$ cat src/include/acacc_pkg.sv
/*
  constants and carrier types of the current-channel accumulator,
  comparator, overrange and result-counter configuration block.
  assumes a single 125 MHz clock and results from the converter filter.
*/
// Notes on behaviour
// - bit 7 connects ground switch pin
// - accumulator code 00 disables, holds zero
// - code 01 adds/subtracts, clamped at zero
// - code 10 adds/subtracts, no clamp
// - 32-bit accumulator, wraps on overflow
// - comparator 00 off, 01 flags |I|>=threshold
// - code 10 counts, below threshold clears counter
// - code 11 counts, below threshold decrements
// - bit 2 flags overrange after 125 us
// - bit 0 interrupts when count equals limit
// - only latest voltage/temperature result held
// - counter wraps at limit, clears on mode write
// - unipolar compares 16 bits, signed 15
// - threshold flag when counter equals limit
`default_nettype none
package acacc_pkg;
  // configuration register field positions
  localparam int unsigned CFG_GROUND_SWITCH_PIN_BIT = 7;
  localparam int unsigned CFG_ACC_LSB    = 5;
  localparam int unsigned CFG_CMP_LSB    = 3;
  localparam int unsigned CFG_OVR_BIT    = 2;
  localparam int unsigned CFG_RSVD_BIT   = 1;
  localparam int unsigned CFG_RC_BIT     = 0;
  localparam logic [7:0]  CFG_RESET      = 8'h00;
  // reset values of the counters and accumulator
  localparam logic [31:0] ACC_RESET      = 32'h0000_0000;
  localparam logic [7:0]  THV_RESET      = 8'h00;
  localparam logic [15:0] RCV_RESET      = 16'h0000;
  // overrange persistence time
  localparam int unsigned CLK_FREQ_KHZ   = 125000;
  localparam int unsigned OVR_TIME_US    = 125;
  localparam int unsigned OVR_CYCLES     = OVR_TIME_US * CLK_FREQ_KHZ / 1000;
  localparam int unsigned OVR_CNT_W      = 16;

  typedef enum logic [1:0] {
    ACACC_ACC_OFF, ACACC_ACC_CLAMP, ACACC_ACC_SIGNED, ACACC_ACC_UNDEF
  } acacc_acc_mode_t;

  typedef enum logic [1:0] {
    ACACC_CMP_OFF, ACACC_CMP_LEVEL, ACACC_CMP_CNT_RST, ACACC_CMP_CNT_DEC
  } acacc_cmp_mode_t;

  // configuration register layout, msb first
  typedef struct packed {
    logic            ground_switch_pin;
    acacc_acc_mode_t acc_mode;
    acacc_cmp_mode_t cmp_mode;
    logic            ovr_en;
    logic            rsvd;
    logic            rc_en;
  } acacc_cfg_t;

  // one converter result with its strobe
  typedef struct packed {
    logic        valid;
    logic [15:0] data;
  } acacc_res_t;
endpackage
`default_nettype wire

$ cat src/hw/acacc_top.sv
/*
  current-channel extended configuration logic: ground switch, 32-bit
  accumulator, threshold comparator, overrange timer, result counter.
  assumes results arrive as one-cycle strobes synchronous to ref_clk_i
  and that the threshold, limits and overrange level come from outside.
  flag clears are pulses from the status logic; a set in the same cycle
  wins, so no event is lost. mode_wr_i pulses whenever the channel
  control or mode register is written.
  a new configuration applies to results taken from the edge after it.
  a result count limit of zero matches only when the count wraps
  through 16 bits. accumulator code 11 is undefined and holds the total.
  the ground pin changes with the stored bit, on the edge after the write.
*/
`timescale 1ns/10ps
`default_nettype none
module acacc_top #(
  parameter int unsigned OVR_CYCLES = acacc_pkg::OVR_CYCLES
) (
  input  wire logic                ref_clk_i,
  input  wire logic                arst_n_i,
  input  wire logic                cfg_wr_i,
  input  wire logic [7:0]          cfg_wdata_i,
  input  wire logic                mode_wr_i,
  input  wire acacc_pkg::acacc_res_t cur_res_i,
  input  wire acacc_pkg::acacc_res_t vt_res_i,
  input  wire logic                bipolar_i,
  input  wire logic [15:0]         current_threshold_i,
  input  wire logic [7:0]          threshold_count_limit_i,
  input  wire logic [15:0]         result_count_limit_i,
  input  wire logic                ovr_raw_i,
  input  wire logic                thr_flag_clr_i,
  input  wire logic                ovr_flag_clr_i,
  output logic [7:0]               cfg_rdata_o,
  output logic                     ground_switch_pin_o,
  output logic [31:0]              current_accumulator_o,
  output logic [7:0]               threshold_count_value_o,
  output logic [15:0]              result_count_value_o,
  output logic                     thr_flag_o,
  output logic                     ovr_flag_o,
  output logic                     cur_irq_o,
  output logic [15:0]              vt_last_o
);

  acacc_pkg::acacc_cfg_t cfg_q;
  acacc_pkg::acacc_cfg_t cfg_d;
  logic                  gnd_q;
  logic                  gnd_d;

  // configuration register, written whole by software
  // the reserved bit is stored and read back just as it was written
  always_comb begin
    cfg_d = cfg_q;
    if (cfg_wr_i) begin
      cfg_d = acacc_pkg::acacc_cfg_t'(cfg_wdata_i);
    end
    gnd_d = cfg_d.ground_switch_pin;
  end

  // config and pin flops; reset leaves the ground pin disconnected
  always_ff @(posedge ref_clk_i or negedge arst_n_i) begin
    if (!arst_n_i) begin
      cfg_q <= acacc_pkg::acacc_cfg_t'(acacc_pkg::CFG_RESET);
      gnd_q <= 1'b0;
    end else begin
      cfg_q <= cfg_d;
      gnd_q <= gnd_d;
    end
  end

  // magnitude of the current result and threshold compare
  // negating the most negative code gives 0x8000, still above every
  // 15-bit threshold, so full-scale negatives always count.
  // in two's complement mode the top threshold bit is ignored
  logic [15:0] mag;
  logic        neg;
  logic [15:0] thr_eff;
  logic        at_or_above;

  always_comb begin
    neg = bipolar_i & cur_res_i.data[15];
    if (neg) begin
      mag = 16'(~cur_res_i.data + 16'h0001);
    end else begin
      mag = cur_res_i.data;
    end
    if (bipolar_i) begin
      thr_eff = {1'b0, current_threshold_i[14:0]};
    end else begin
      thr_eff = current_threshold_i;
    end
    at_or_above = (mag >= thr_eff);
  end

  // accumulator, updated once per current result
  // off forces zero on every cycle, so a clear needs no result; software
  // still keeps it off for two results before turning it back on.
  // sums are not guarded and wrap at 32 bits after long runs
  logic [31:0] acc_q;
  logic [31:0] acc_d;

  always_comb begin
    acc_d = acc_q;
    case (cfg_q.acc_mode)
      acacc_pkg::ACACC_ACC_OFF: begin
        acc_d = acacc_pkg::ACC_RESET;
      end
      acacc_pkg::ACACC_ACC_CLAMP: begin
        if (cur_res_i.valid) begin
          if (!neg) begin
            acc_d = 32'(acc_q + {16'h0000, mag});
          end else if (acc_q < {16'h0000, mag}) begin
            acc_d = acacc_pkg::ACC_RESET;
          end else begin
            acc_d = 32'(acc_q - {16'h0000, mag});
          end
        end
      end
      acacc_pkg::ACACC_ACC_SIGNED: begin
        if (cur_res_i.valid) begin
          if (!neg) begin
            acc_d = 32'(acc_q + {16'h0000, mag});
          end else begin
            acc_d = 32'(acc_q - {16'h0000, mag});
          end
        end
      end
      default: begin
        acc_d = acc_q; // undefined code holds the total
      end
    endcase
  end

  // accumulator flop
  always_ff @(posedge ref_clk_i or negedge arst_n_i) begin
    if (!arst_n_i) begin
      acc_q <= acacc_pkg::ACC_RESET;
    end else begin
      acc_q <= acc_d;
    end
  end

  // threshold counter and sticky threshold flag
  // the count saturates at 0xff so a long run above the threshold never
  // wraps round and matches a small limit a second time.
  // a decrement that lands on the limit sets the flag as well
  logic [7:0] thv_q;
  logic [7:0] thv_d;
  logic       thr_q;
  logic       thr_d;
  logic       thr_set;

  always_comb begin
    thv_d   = thv_q;
    thr_set = 1'b0;
    case (cfg_q.cmp_mode)
      acacc_pkg::ACACC_CMP_OFF: begin
        thv_d = thv_q;
      end
      acacc_pkg::ACACC_CMP_LEVEL: begin
        thr_set = cur_res_i.valid & at_or_above;
      end
      acacc_pkg::ACACC_CMP_CNT_RST,
      acacc_pkg::ACACC_CMP_CNT_DEC: begin
        if (cur_res_i.valid) begin
          if (at_or_above) begin
            if (thv_q != 8'hff) begin
              thv_d = 8'(thv_q + 8'h01);
            end
          end else if (cfg_q.cmp_mode == acacc_pkg::ACACC_CMP_CNT_RST) begin
            thv_d = acacc_pkg::THV_RESET;
          end else if (thv_q != 8'h00) begin
            thv_d = 8'(thv_q - 8'h01);
          end
          thr_set = (thv_d == threshold_count_limit_i);
        end
      end
      default: begin
        thv_d = thv_q;
      end
    endcase
    // a set arriving with the clear wins
    thr_d = thr_set | (thr_q & ~thr_flag_clr_i);
  end

  // threshold counter and flag flops
  always_ff @(posedge ref_clk_i or negedge arst_n_i) begin
    if (!arst_n_i) begin
      thv_q <= acacc_pkg::THV_RESET;
      thr_q <= 1'b0;
    end else begin
      thv_q <= thv_d;
      thr_q <= thr_d;
    end
  end

  // overrange persistence timer and sticky flag
  // the timer stops at its limit and keeps the set asserted while the
  // condition lasts, so a clear during a long overrange is overridden.
  // a single low cycle restarts the count from zero
  logic [acacc_pkg::OVR_CNT_W-1:0] ovr_cnt_q;
  logic [acacc_pkg::OVR_CNT_W-1:0] ovr_cnt_d;
  logic                            ovr_q;
  logic                            ovr_d;
  logic                            ovr_set;
  localparam logic [acacc_pkg::OVR_CNT_W-1:0] OVR_LIM =
    acacc_pkg::OVR_CNT_W'(OVR_CYCLES);

  always_comb begin
    ovr_cnt_d = ovr_cnt_q;
    ovr_set   = 1'b0;
    if (!cfg_q.ovr_en || !ovr_raw_i) begin
      ovr_cnt_d = '0; // a gap restarts the persistence window
    end else if (ovr_cnt_q == OVR_LIM) begin
      ovr_set = 1'b1;
    end else begin
      ovr_cnt_d = acacc_pkg::OVR_CNT_W'(ovr_cnt_q + 1'b1);
    end
    ovr_d = ovr_set | (ovr_q & ~ovr_flag_clr_i);
  end

  // overrange timer and flag flops
  always_ff @(posedge ref_clk_i or negedge arst_n_i) begin
    if (!arst_n_i) begin
      ovr_cnt_q <= '0;
      ovr_q     <= 1'b0;
    end else begin
      ovr_cnt_q <= ovr_cnt_d;
      ovr_q     <= ovr_d;
    end
  end

  // result counter and paced current interrupt
  // a mode write in the cycle of a result clears the count and drops
  // that result's interrupt, so counting restarts cleanly
  logic [15:0] rcv_q;
  logic [15:0] rcv_d;
  logic [15:0] rcv_inc;
  logic        irq_q;
  logic        irq_d;

  always_comb begin
    rcv_d   = rcv_q;
    irq_d   = 1'b0;
    rcv_inc = 16'(rcv_q + 16'h0001);
    if (mode_wr_i) begin
      rcv_d = acacc_pkg::RCV_RESET;
    end else if (cur_res_i.valid) begin
      if (!cfg_q.rc_en) begin
        irq_d = 1'b1; // every result interrupts when pacing is off
      end else if (rcv_inc == result_count_limit_i) begin
        rcv_d = acacc_pkg::RCV_RESET;
        irq_d = 1'b1;
      end else begin
        rcv_d = rcv_inc;
      end
    end
  end

  // result counter and interrupt flops
  always_ff @(posedge ref_clk_i or negedge arst_n_i) begin
    if (!arst_n_i) begin
      rcv_q <= acacc_pkg::RCV_RESET;
      irq_q <= 1'b0;
    end else begin
      rcv_q <= rcv_d;
      irq_q <= irq_d;
    end
  end

  // latest voltage/temperature result, older ones overwritten
  logic [15:0] vt_q;
  logic [15:0] vt_d;

  always_comb begin
    vt_d = vt_q;
    if (vt_res_i.valid) begin
      vt_d = vt_res_i.data;
    end
  end

  // latest voltage/temperature result flop
  always_ff @(posedge ref_clk_i or negedge arst_n_i) begin
    if (!arst_n_i) begin
      vt_q <= 16'h0000;
    end else begin
      vt_q <= vt_d;
    end
  end

  // outputs straight from flip-flops
  // nothing is decoded on the way out, so the outputs never glitch
  assign cfg_rdata_o             = cfg_q;
  assign ground_switch_pin_o     = gnd_q;
  assign current_accumulator_o   = acc_q;
  assign threshold_count_value_o = thv_q;
  assign result_count_value_o    = rcv_q;
  assign thr_flag_o              = thr_q;
  assign ovr_flag_o              = ovr_q;
  assign cur_irq_o               = irq_q;
  assign vt_last_o               = vt_q;

endmodule
`default_nettype wire

$ cat config.mk
export PLATFORM = sky130hd
export DESIGN_NAME = acacc_top
export DESIGN_NICKNAME = d
export VERILOG_FILES = /design/src/include/acacc_pkg.sv /design/src/hw/acacc_top.sv
export SDC_FILE = /design/constraint.sdc
export NUM_CORES = 1
export LEC_CHECK = 0
export BUFFER_PORTS_ARGS = -buffer_cell sky130_fd_sc_hd__buf_4
export CAP_MARGIN = 10
export CORE_MARGIN = 3
export CORE_UTILIZATION = 40
export CTS_BUF_LIST = sky130_fd_sc_hd__clkbuf_8
export DETAILED_ROUTE_END_ITERATION = 8
export SLEW_MARGIN = 0
export SYNTH_ARGS = -nofsm -noshare
export SYNTH_HDL_FRONTEND = slang
export SYNTH_SLANG_ARGS = --single-unit
$ cat constraint.sdc
create_clock -name ref_clk_i -period 4.6 [get_ports ref_clk_i]
set_input_delay 0.46 -clock ref_clk_i [delete_from_list [all_inputs] [get_ports ref_clk_i]]
set_output_delay 0.46 -clock ref_clk_i [all_outputs]
set_load 0.1 [all_outputs]
== After elaboration in Yosys (flattened, before gate mapping) ==
Cells that the tools add are included.

* Register bits: 99
* Logic and storage cells: 84
* Output and inout bits: 84
* Input port bits: 90

* Order comparisons: 2
* Equal/unequal tests: 12
* Reduce and logical (&&, ||, !) cells: 12
* $add $sub $neg: 7
* Mux-type cells: 28
* Bitwise logic cells: 9

{| class="wikitable"
|+ Operators by type and width
! kind !! number
|-
| 32-bit 2-to-1 mux || 5
|-
| 16-bit 2-to-1 mux || 8
|-
| 32-bit case mux with 3 select lines || 1
|-
| 16-bit by 1-bit adder with 16-bit output, second input constant || 3
|-
| 8-bit 2-to-1 mux || 6
|-
| 32-bit by 16-bit adder with 32-bit output || 1
|-
| 32-bit by 16-bit < comparator with 1-bit output || 1
|-
| 32-bit by 16-bit subtractor with 32-bit output || 1
|-
| 16-bit by 14-bit equality test with 1-bit output, second input constant || 1
|-
| 16-bit equality test || 1
|-
| 16-bit >= comparator || 1
|-
| 16-bit inverter || 1
|-
| 8-bit by 1-bit adder with 8-bit output, second input constant || 1
|-
| 8-bit equality test || 1
|-
| 8-bit inequality test, second input constant || 1
|-
| 8-bit nonzero test || 1
|-
| 8-bit by 1-bit subtractor with 8-bit output, second input constant || 1
|-
| 1-bit 2-to-1 mux || 7
|-
| 2-bit equality test, second input constant || 3
|-
| 2-bit inequality test, second input constant || 3
|-
| 1-bit bitwise AND || 4
|-
| 2-bit by 1-bit equality test with 1-bit output, second input constant || 2
|-
| 2-bit AND reduction || 2
|-
| 2-bit nonzero test || 2
|-
| other kinds (9) || 12
|}

== Logic depth before layout (Yosys ltp) ==
* Word-level depth: 11
* Depth in mapped cells: 20
* Mapped depth without buffers: 18

== Worst setup path before layout ==
No wires, ideal clock.

* Kind: input-to-reg
* Start: input cur_res_i[8] (netlist bit)
* End: register acc_q[24], in the netlist current_accumulator_o[24]
* Slack: 346 ps
* Data arrival time: 4130 ps
* Path buffers: 2
* Cell stages on the path: 18
* Setup time: 124 ps
* Data required time: 4476 ps
* Path through: or4_1 -> nor4_1 -> nand2_1 -> o31ai_1 -> and2_1 -> inv_1 -> ha_1 -> nand3b_1 -> or3_1 -> or3_1 -> clkbuf_1 -> nor2_1 -> nand2_1 -> nor4_2 -> a2111oi_1 -> buf_2 -> and3b_1 -> a211o_1

* Cells in the longest elaborated chain, start to end: 8
* Elaborated cells between the ends (all ways): 12
* Classes of those cells: 3 x add/sub; 1 x order compare; 7 x mux; 1 x bitwise

{| class="wikitable"
|+ Ends and longest elaborated chain
! item !! RTL line !! text
|-
| start: declaration || acacc_top.sv:24 || <nowiki>input wire acacc_pkg::acacc_res_t cur_res_i,</nowiki>
|-
| 16-bit inverter || acacc_top.sv:82 || <nowiki>mag = 16'(~cur_res_i.data + 16'h0001);</nowiki>
|-
| 16-bit by 1-bit adder with 16-bit output || acacc_top.sv:82 ||
|-
| 16-bit 2-to-1 mux * || acacc_top.sv:81 || <nowiki>if (neg) begin</nowiki>
|-
| 32-bit by 16-bit subtractor with 32-bit output / 32-bit by 16-bit < comparator with 1-bit output (equally long branches) || acacc_top.sv:114, acacc_top.sv:123, acacc_top.sv:111 ||
|-
| 32-bit 2-to-1 mux || acacc_top.sv:111 || <nowiki>end else if (acc_q < {16'h0000, mag}) begin</nowiki>
|-
| 32-bit 2-to-1 mux || acacc_top.sv:109 || <nowiki>if (!neg) begin</nowiki>
|-
| 32-bit 2-to-1 mux || acacc_top.sv:108 || <nowiki>if (cur_res_i.valid) begin</nowiki>
|-
| 32-bit case mux with 3 select lines * || acacc_top.sv:103 || <nowiki>case (cfg_q.acc_mode)</nowiki>
|-
| end signal: assignment || acacc_top.sv:136 || <nowiki>acc_q <= acacc_pkg::ACC_RESET;</nowiki>
|-
| end: declaration || acacc_top.sv:98 || <nowiki>logic [31:0] acc_q;</nowiki>
|}

Mark *: on every way between the ends. The rest lies on a longest branch, timed or not. The select of a mux whose other input is x is not followed.
A chain may end at the register's enable or synchronous reset.

== Final worst setup path ==
* Start: input cur_res_i[0] (netlist bit)
* End: register thr_q, in the netlist thr_flag_o

* Cells in the longest elaborated chain, start to end: 11
* Elaborated cells between the ends (all ways): 12
* Classes of those cells: 1 x add/sub; 1 x order compare; 1 x eq/ne; 6 x mux; 3 x bitwise

{| class="wikitable"
|+ Ends and longest elaborated chain
! item !! RTL line !! text
|-
| 16-bit inverter || acacc_top.sv:82 ||
|-
| 16-bit by 1-bit adder with 16-bit output || acacc_top.sv:82 ||
|-
| 16-bit 2-to-1 mux * || acacc_top.sv:81 ||
|-
| 16-bit >= comparator * || acacc_top.sv:91 || <nowiki>at_or_above = (mag >= thr_eff);</nowiki>
|-
| 8-bit 2-to-1 mux || acacc_top.sv:165 || <nowiki>if (at_or_above) begin</nowiki>
|-
| 8-bit 2-to-1 mux || acacc_top.sv:164 || <nowiki>if (cur_res_i.valid) begin</nowiki>
|-
| 8-bit 2-to-1 mux || acacc_top.sv:155 || <nowiki>case (cfg_q.cmp_mode)</nowiki>
|-
| 8-bit equality test || acacc_top.sv:174 || <nowiki>thr_set = (thv_d == threshold_count_limit_i);</nowiki>
|-
| 1-bit 2-to-1 mux || acacc_top.sv:164 ||
|-
| 1-bit case mux with 2 select lines * || acacc_top.sv:155 ||
|-
| 1-bit OR * || acacc_top.sv:182 || <nowiki>thr_d = thr_set | (thr_q & ~thr_flag_clr_i);</nowiki>
|-
| net thr_d || acacc_top.sv:149 || <nowiki>logic thr_d;</nowiki>
|-
| end signal: assignment || acacc_top.sv:192 || <nowiki>thr_q <= thr_d;</nowiki>
|-
| end: declaration || acacc_top.sv:148 || <nowiki>logic thr_q;</nowiki>
|}

The timed path passes the listed nets; every way through them passes the cells marked *. The select of a mux whose other input is x is not followed.

==> summary.md <==
| Metric | Value |
|---|---|
| Delay-heaviest family, CP | simple AND/OR/NAND/NOR gates |
| Skew final | 0.0121 ns |
| Post-Syn Area | 8120 um^2 |
| Synth cell types | 76 |
| Clock buffer depth | 2 |
| Commonest non-fill, non-tap cell in the layout | buf_4 |
| CTS tree | yes |
| FF+latch count, synth | 99 |
| HPWL after DPL | 17900 um |
| Syn Inst Count | 962 |
| CP Cell Sequence | buf_4 -> inv_1 -> nand2_1 -> or4_1 -> or2_2 -> o41ai_1 -> xnor2_1 -> ha_1 -> a21o_1 -> nand3_1 -> a21oi_1 -> or3_1 -> nor3_2 -> a221oi_1 -> a21oi_1 -> xnor2_1 -> nand3_1 -> o21ai_0 |
| Remaining Overflow, GRT | 0 |
| Initial Util | 0.412 |
| R2R setup slack | 1.06 ns |
| GR Util met2 | 0.318 |
| Worst endpoint required time | 4.93 ns |
| Crit Path Max Fanout | 8 |
| Multi-input logic area | 5200 um^2 |
| FP Rows | 51 |
| Pre-CTS setup slack | -0.185 ns |
| Seq/Total Area, Yosys | 0.305 |
| Worst Max-Slew Pin Slew | 1.14 ns |
| WS Path Type | in2reg |
| Residual DRC | 0 |
| Peak Freq | 237 MHz |
| LEAKAGE | 4.61 nW |
| Worst-path clk slew | 0.12 ns |
| Final wirelength | 23000 um |
| Met3 Usage GRT | 0.0323 |
| Final critical-path share of the clock period | 0.918 |
| Outcome | finished clean |
| Diodes inserted | 0 |
| Global-route usage over all layers | 0.205 |
| Setup violators final | 0 |
| FFs w/ async S/R, synth | 1.00 |
| Clock Sinks | 99 |
| Largest net degree at the start of global routing | 74 |
| Synth Area in Compound Gates | 0.231 |
| Worst-case reg-to-reg path depth | 11 |
| Prevailing post-synth register cell | dfrtp_1 |
| Global-route wire length before repair | 37400 um |
| Worst-Skew Late Latency | 0.39 ns |
| Post-Synth XOR/XNOR Area | 0.0744 |
| Critical-path top delay cell | nor3_2 |
| Initial antenna violation count | 0 |
| Vias/cell | 5.50 |
| WP data arrival | 4.55 ns |
| DR WL/cell | 16.3 um |
| TritonRoute pass-1 iters | 5 |
| Pwr dens | 426 nW/um^2 |
| Worst setup SP type | input pin |
| GR peak layer | met2 |
| Core area | 19700 um^2 |
| Fin crit period | 4.22 ns |
| Post-synthesis mux area share | 0.0391 |
| Antenna Nets Post-Route | 0 |
| Post-route setup slack | 0.375 ns |
| Clock H-tree levels | 3 |
| I/O pin count | 174 |
| Clock Root Buffer | clkbuf_8 |
| Fillers | 1924 |
| DR iter-0 viols | 328 |
| Post-synth EDFFs | 0 |
| Fin. Hold Viols | 0 |
| Syn_nets | 1112 |
| Die ar. | 22000 um^2 |
| Max Cap Viol | 0 |
| Seq. cell area | 2480 um^2 |
| Yosys warnings | 0 |
| Overall die width | 148 um |
| NumNets Final | 1294 |
| Share of cells above drive strength 1 | 0.245 |
| Reg-to-reg endpoint | result_count_value_o[12]$_DFFE_PN0P_ |
| Area delta synth->final | 23.8% |
| Slew Limit Fails | 0 |
| GPL Wtd Cong | 0.942 |
| Synth Area in Simple Gates | 0.199 |
| CP Buf/Inv Count | 2 |
| Synth Area per Inst | 8.44 um^2 |
| Met1 usage | 0.298 |
| Vias in the first global route | 7354 |
| IO Port Bufs | 173 |
| HP Class | in2async |
| Vias | 7784 |
| Max VDD drop | 0.000463 V |
| Die extent in y | 148 um |
| RSZ-0062 raised after global routing | no |
| Most frequent cells in the layout | buf_4 (216), dfrtp_1 (99), nand2_1 (75), a21oi_1 (75), nor2_1 (68) |
| Worst r2r src | result_count_value_o[0]$_DFFE_PN0P_ |
| Slowest Stage Delay on Critical Path | 0.56 ns |
| CP Capture Type | flip-flop |
| Adder-cell area share of the yosys netlist | 0.0943 |
| Largest family of logic cells by synthesized area | compound AO/OA/AOI/OAI gates |
| CTS Buf Count | 9 |
| Post-layout util | 0.510 |
| Normalized max-slew margin | 0.229 |
Yosys cell counts (15+ instances only):
cell,number,area (um^2)
nor2_1,68,255
inv_1,65,244
dfrtp_1,99,2480
a31oi_1,21,131
a22o_1,15,131
xor2_1,28,245
nor3_1,28,140
clkbuf_1,27,101
mux2_2,22,248
ha_1,58,726
a21oi_1,75,375
nand3_1,28,140
o21ai_0,39,195
or3_1,18,113
xnor2_1,41,359
nand2_1,75,282
o21ai_1,20,100
per-stage QoR:
| step | instances | hold WS, ns | TNS [ns] | power [W] | area (um^2) |
|---|---|---|---|---|---|
| final | 1414 | 0.224 | 0 | 0.00428 | 10100 |
| after floorplan | 962 | 0.164 | 0 | 0.00306 | 8120 |
| after CTS | 1413 | 0.232 | 0 | 0.00430 | 10000 |
| after global placement | 1397 | 0.489 | -0.192 | 0.00373 | 9850 |
| after detailed placement | 1397 | 0.495 | -0.185 | 0.00373 | 9850 |
| after global routing | 1414 | 0.231 | 0 | 0.00456 | 10100 |
cell type report:
class	instances	share of cell area
well taps	265	0.0330
flip-flops and latches	99	0.246
multi-input cells	753	0.517
clock inverters	7	0.00585
repair buffers	216	0.161
clock buffers	9	0.0123
inverters	65	0.0243
flip-flops by register name, indices dropped and copies added, names as in the netlist, 7 cells and up:
register and flops:
ovr_cnt_q 16, vt_last_o 16, current_accumulator_o 32, threshold_count_value_o 8, result_count_value_o 16, cfg_rdata_o 7
cell families after synthesis:
family / count (synthesis)
XOR/XNOR: 69
AND/OR/NAND/NOR: 314
flip-flops: 99
adder cells (fa/ha/maj): 60
AO/OA/AOI/OAI: 281
multiplexers: 29
buffers and inverters: 110
power breakdown:
group / internal (W) / leakage (nW) / switching, W / total, W
clock: 0.000205 / 0.0921 / 0.000343 / 0.000548
sequential: 0.000991 / 1.30 / 0.000222 / 0.00121
combinational: 0.000772 / 3.21 / 0.00175 / 0.00252
total: 0.00197 / 4.61 / 0.00231 / 0.00428
worst reg2reg max path: cells and delay by family, from the launching register on:
kind / cells / cell delay (ns)
XOR/XNOR: 1 / 0.17
AO/OA/AOI/OAI: 2 / 0.25
AND/OR/NAND/NOR: 6 / 1.79
flip-flops: 1 / 0.54
buffers and inverters: 1 / 0.30
adder cells (fa/ha/maj): 1 / 0.38
per-layer routing:
layer	share of wire	vias to the layer above
li1	-	3857
met1	0.49	3694
met2	0.45	209
met3	0.049	24
met4	0.016	0
met5	0	-
what timing repair did:
action | in CTS | in global routing
setup endpoints to repair | 0 | 1
hold buffers | 0 | 0
setup buffers | 0 | 0
gates resized for setup | 0 | 4
worst max path at each step:
stage                 startpoint                               endpoint  slack [ns]  depth (start not counted)
finish              cur_res_i[0]                   thr_flag_o$_DFF_PN0_        0.38                         18
global placement    cur_res_i[0]                   thr_flag_o$_DFF_PN0_       -0.19                         17
floorplan           cur_res_i[8]  current_accumulator_o[24]$_DFFE_PN0P_        0.35                         18
global route        cur_res_i[0]                   thr_flag_o$_DFF_PN0_        0.04                         18
CTS                 cur_res_i[0]                   thr_flag_o$_DFF_PN0_        0.24                         17
detailed placement  cur_res_i[0]                   thr_flag_o$_DFF_PN0_       -0.19                         17
Note: power is estimated with default switching activity, not from simulation.
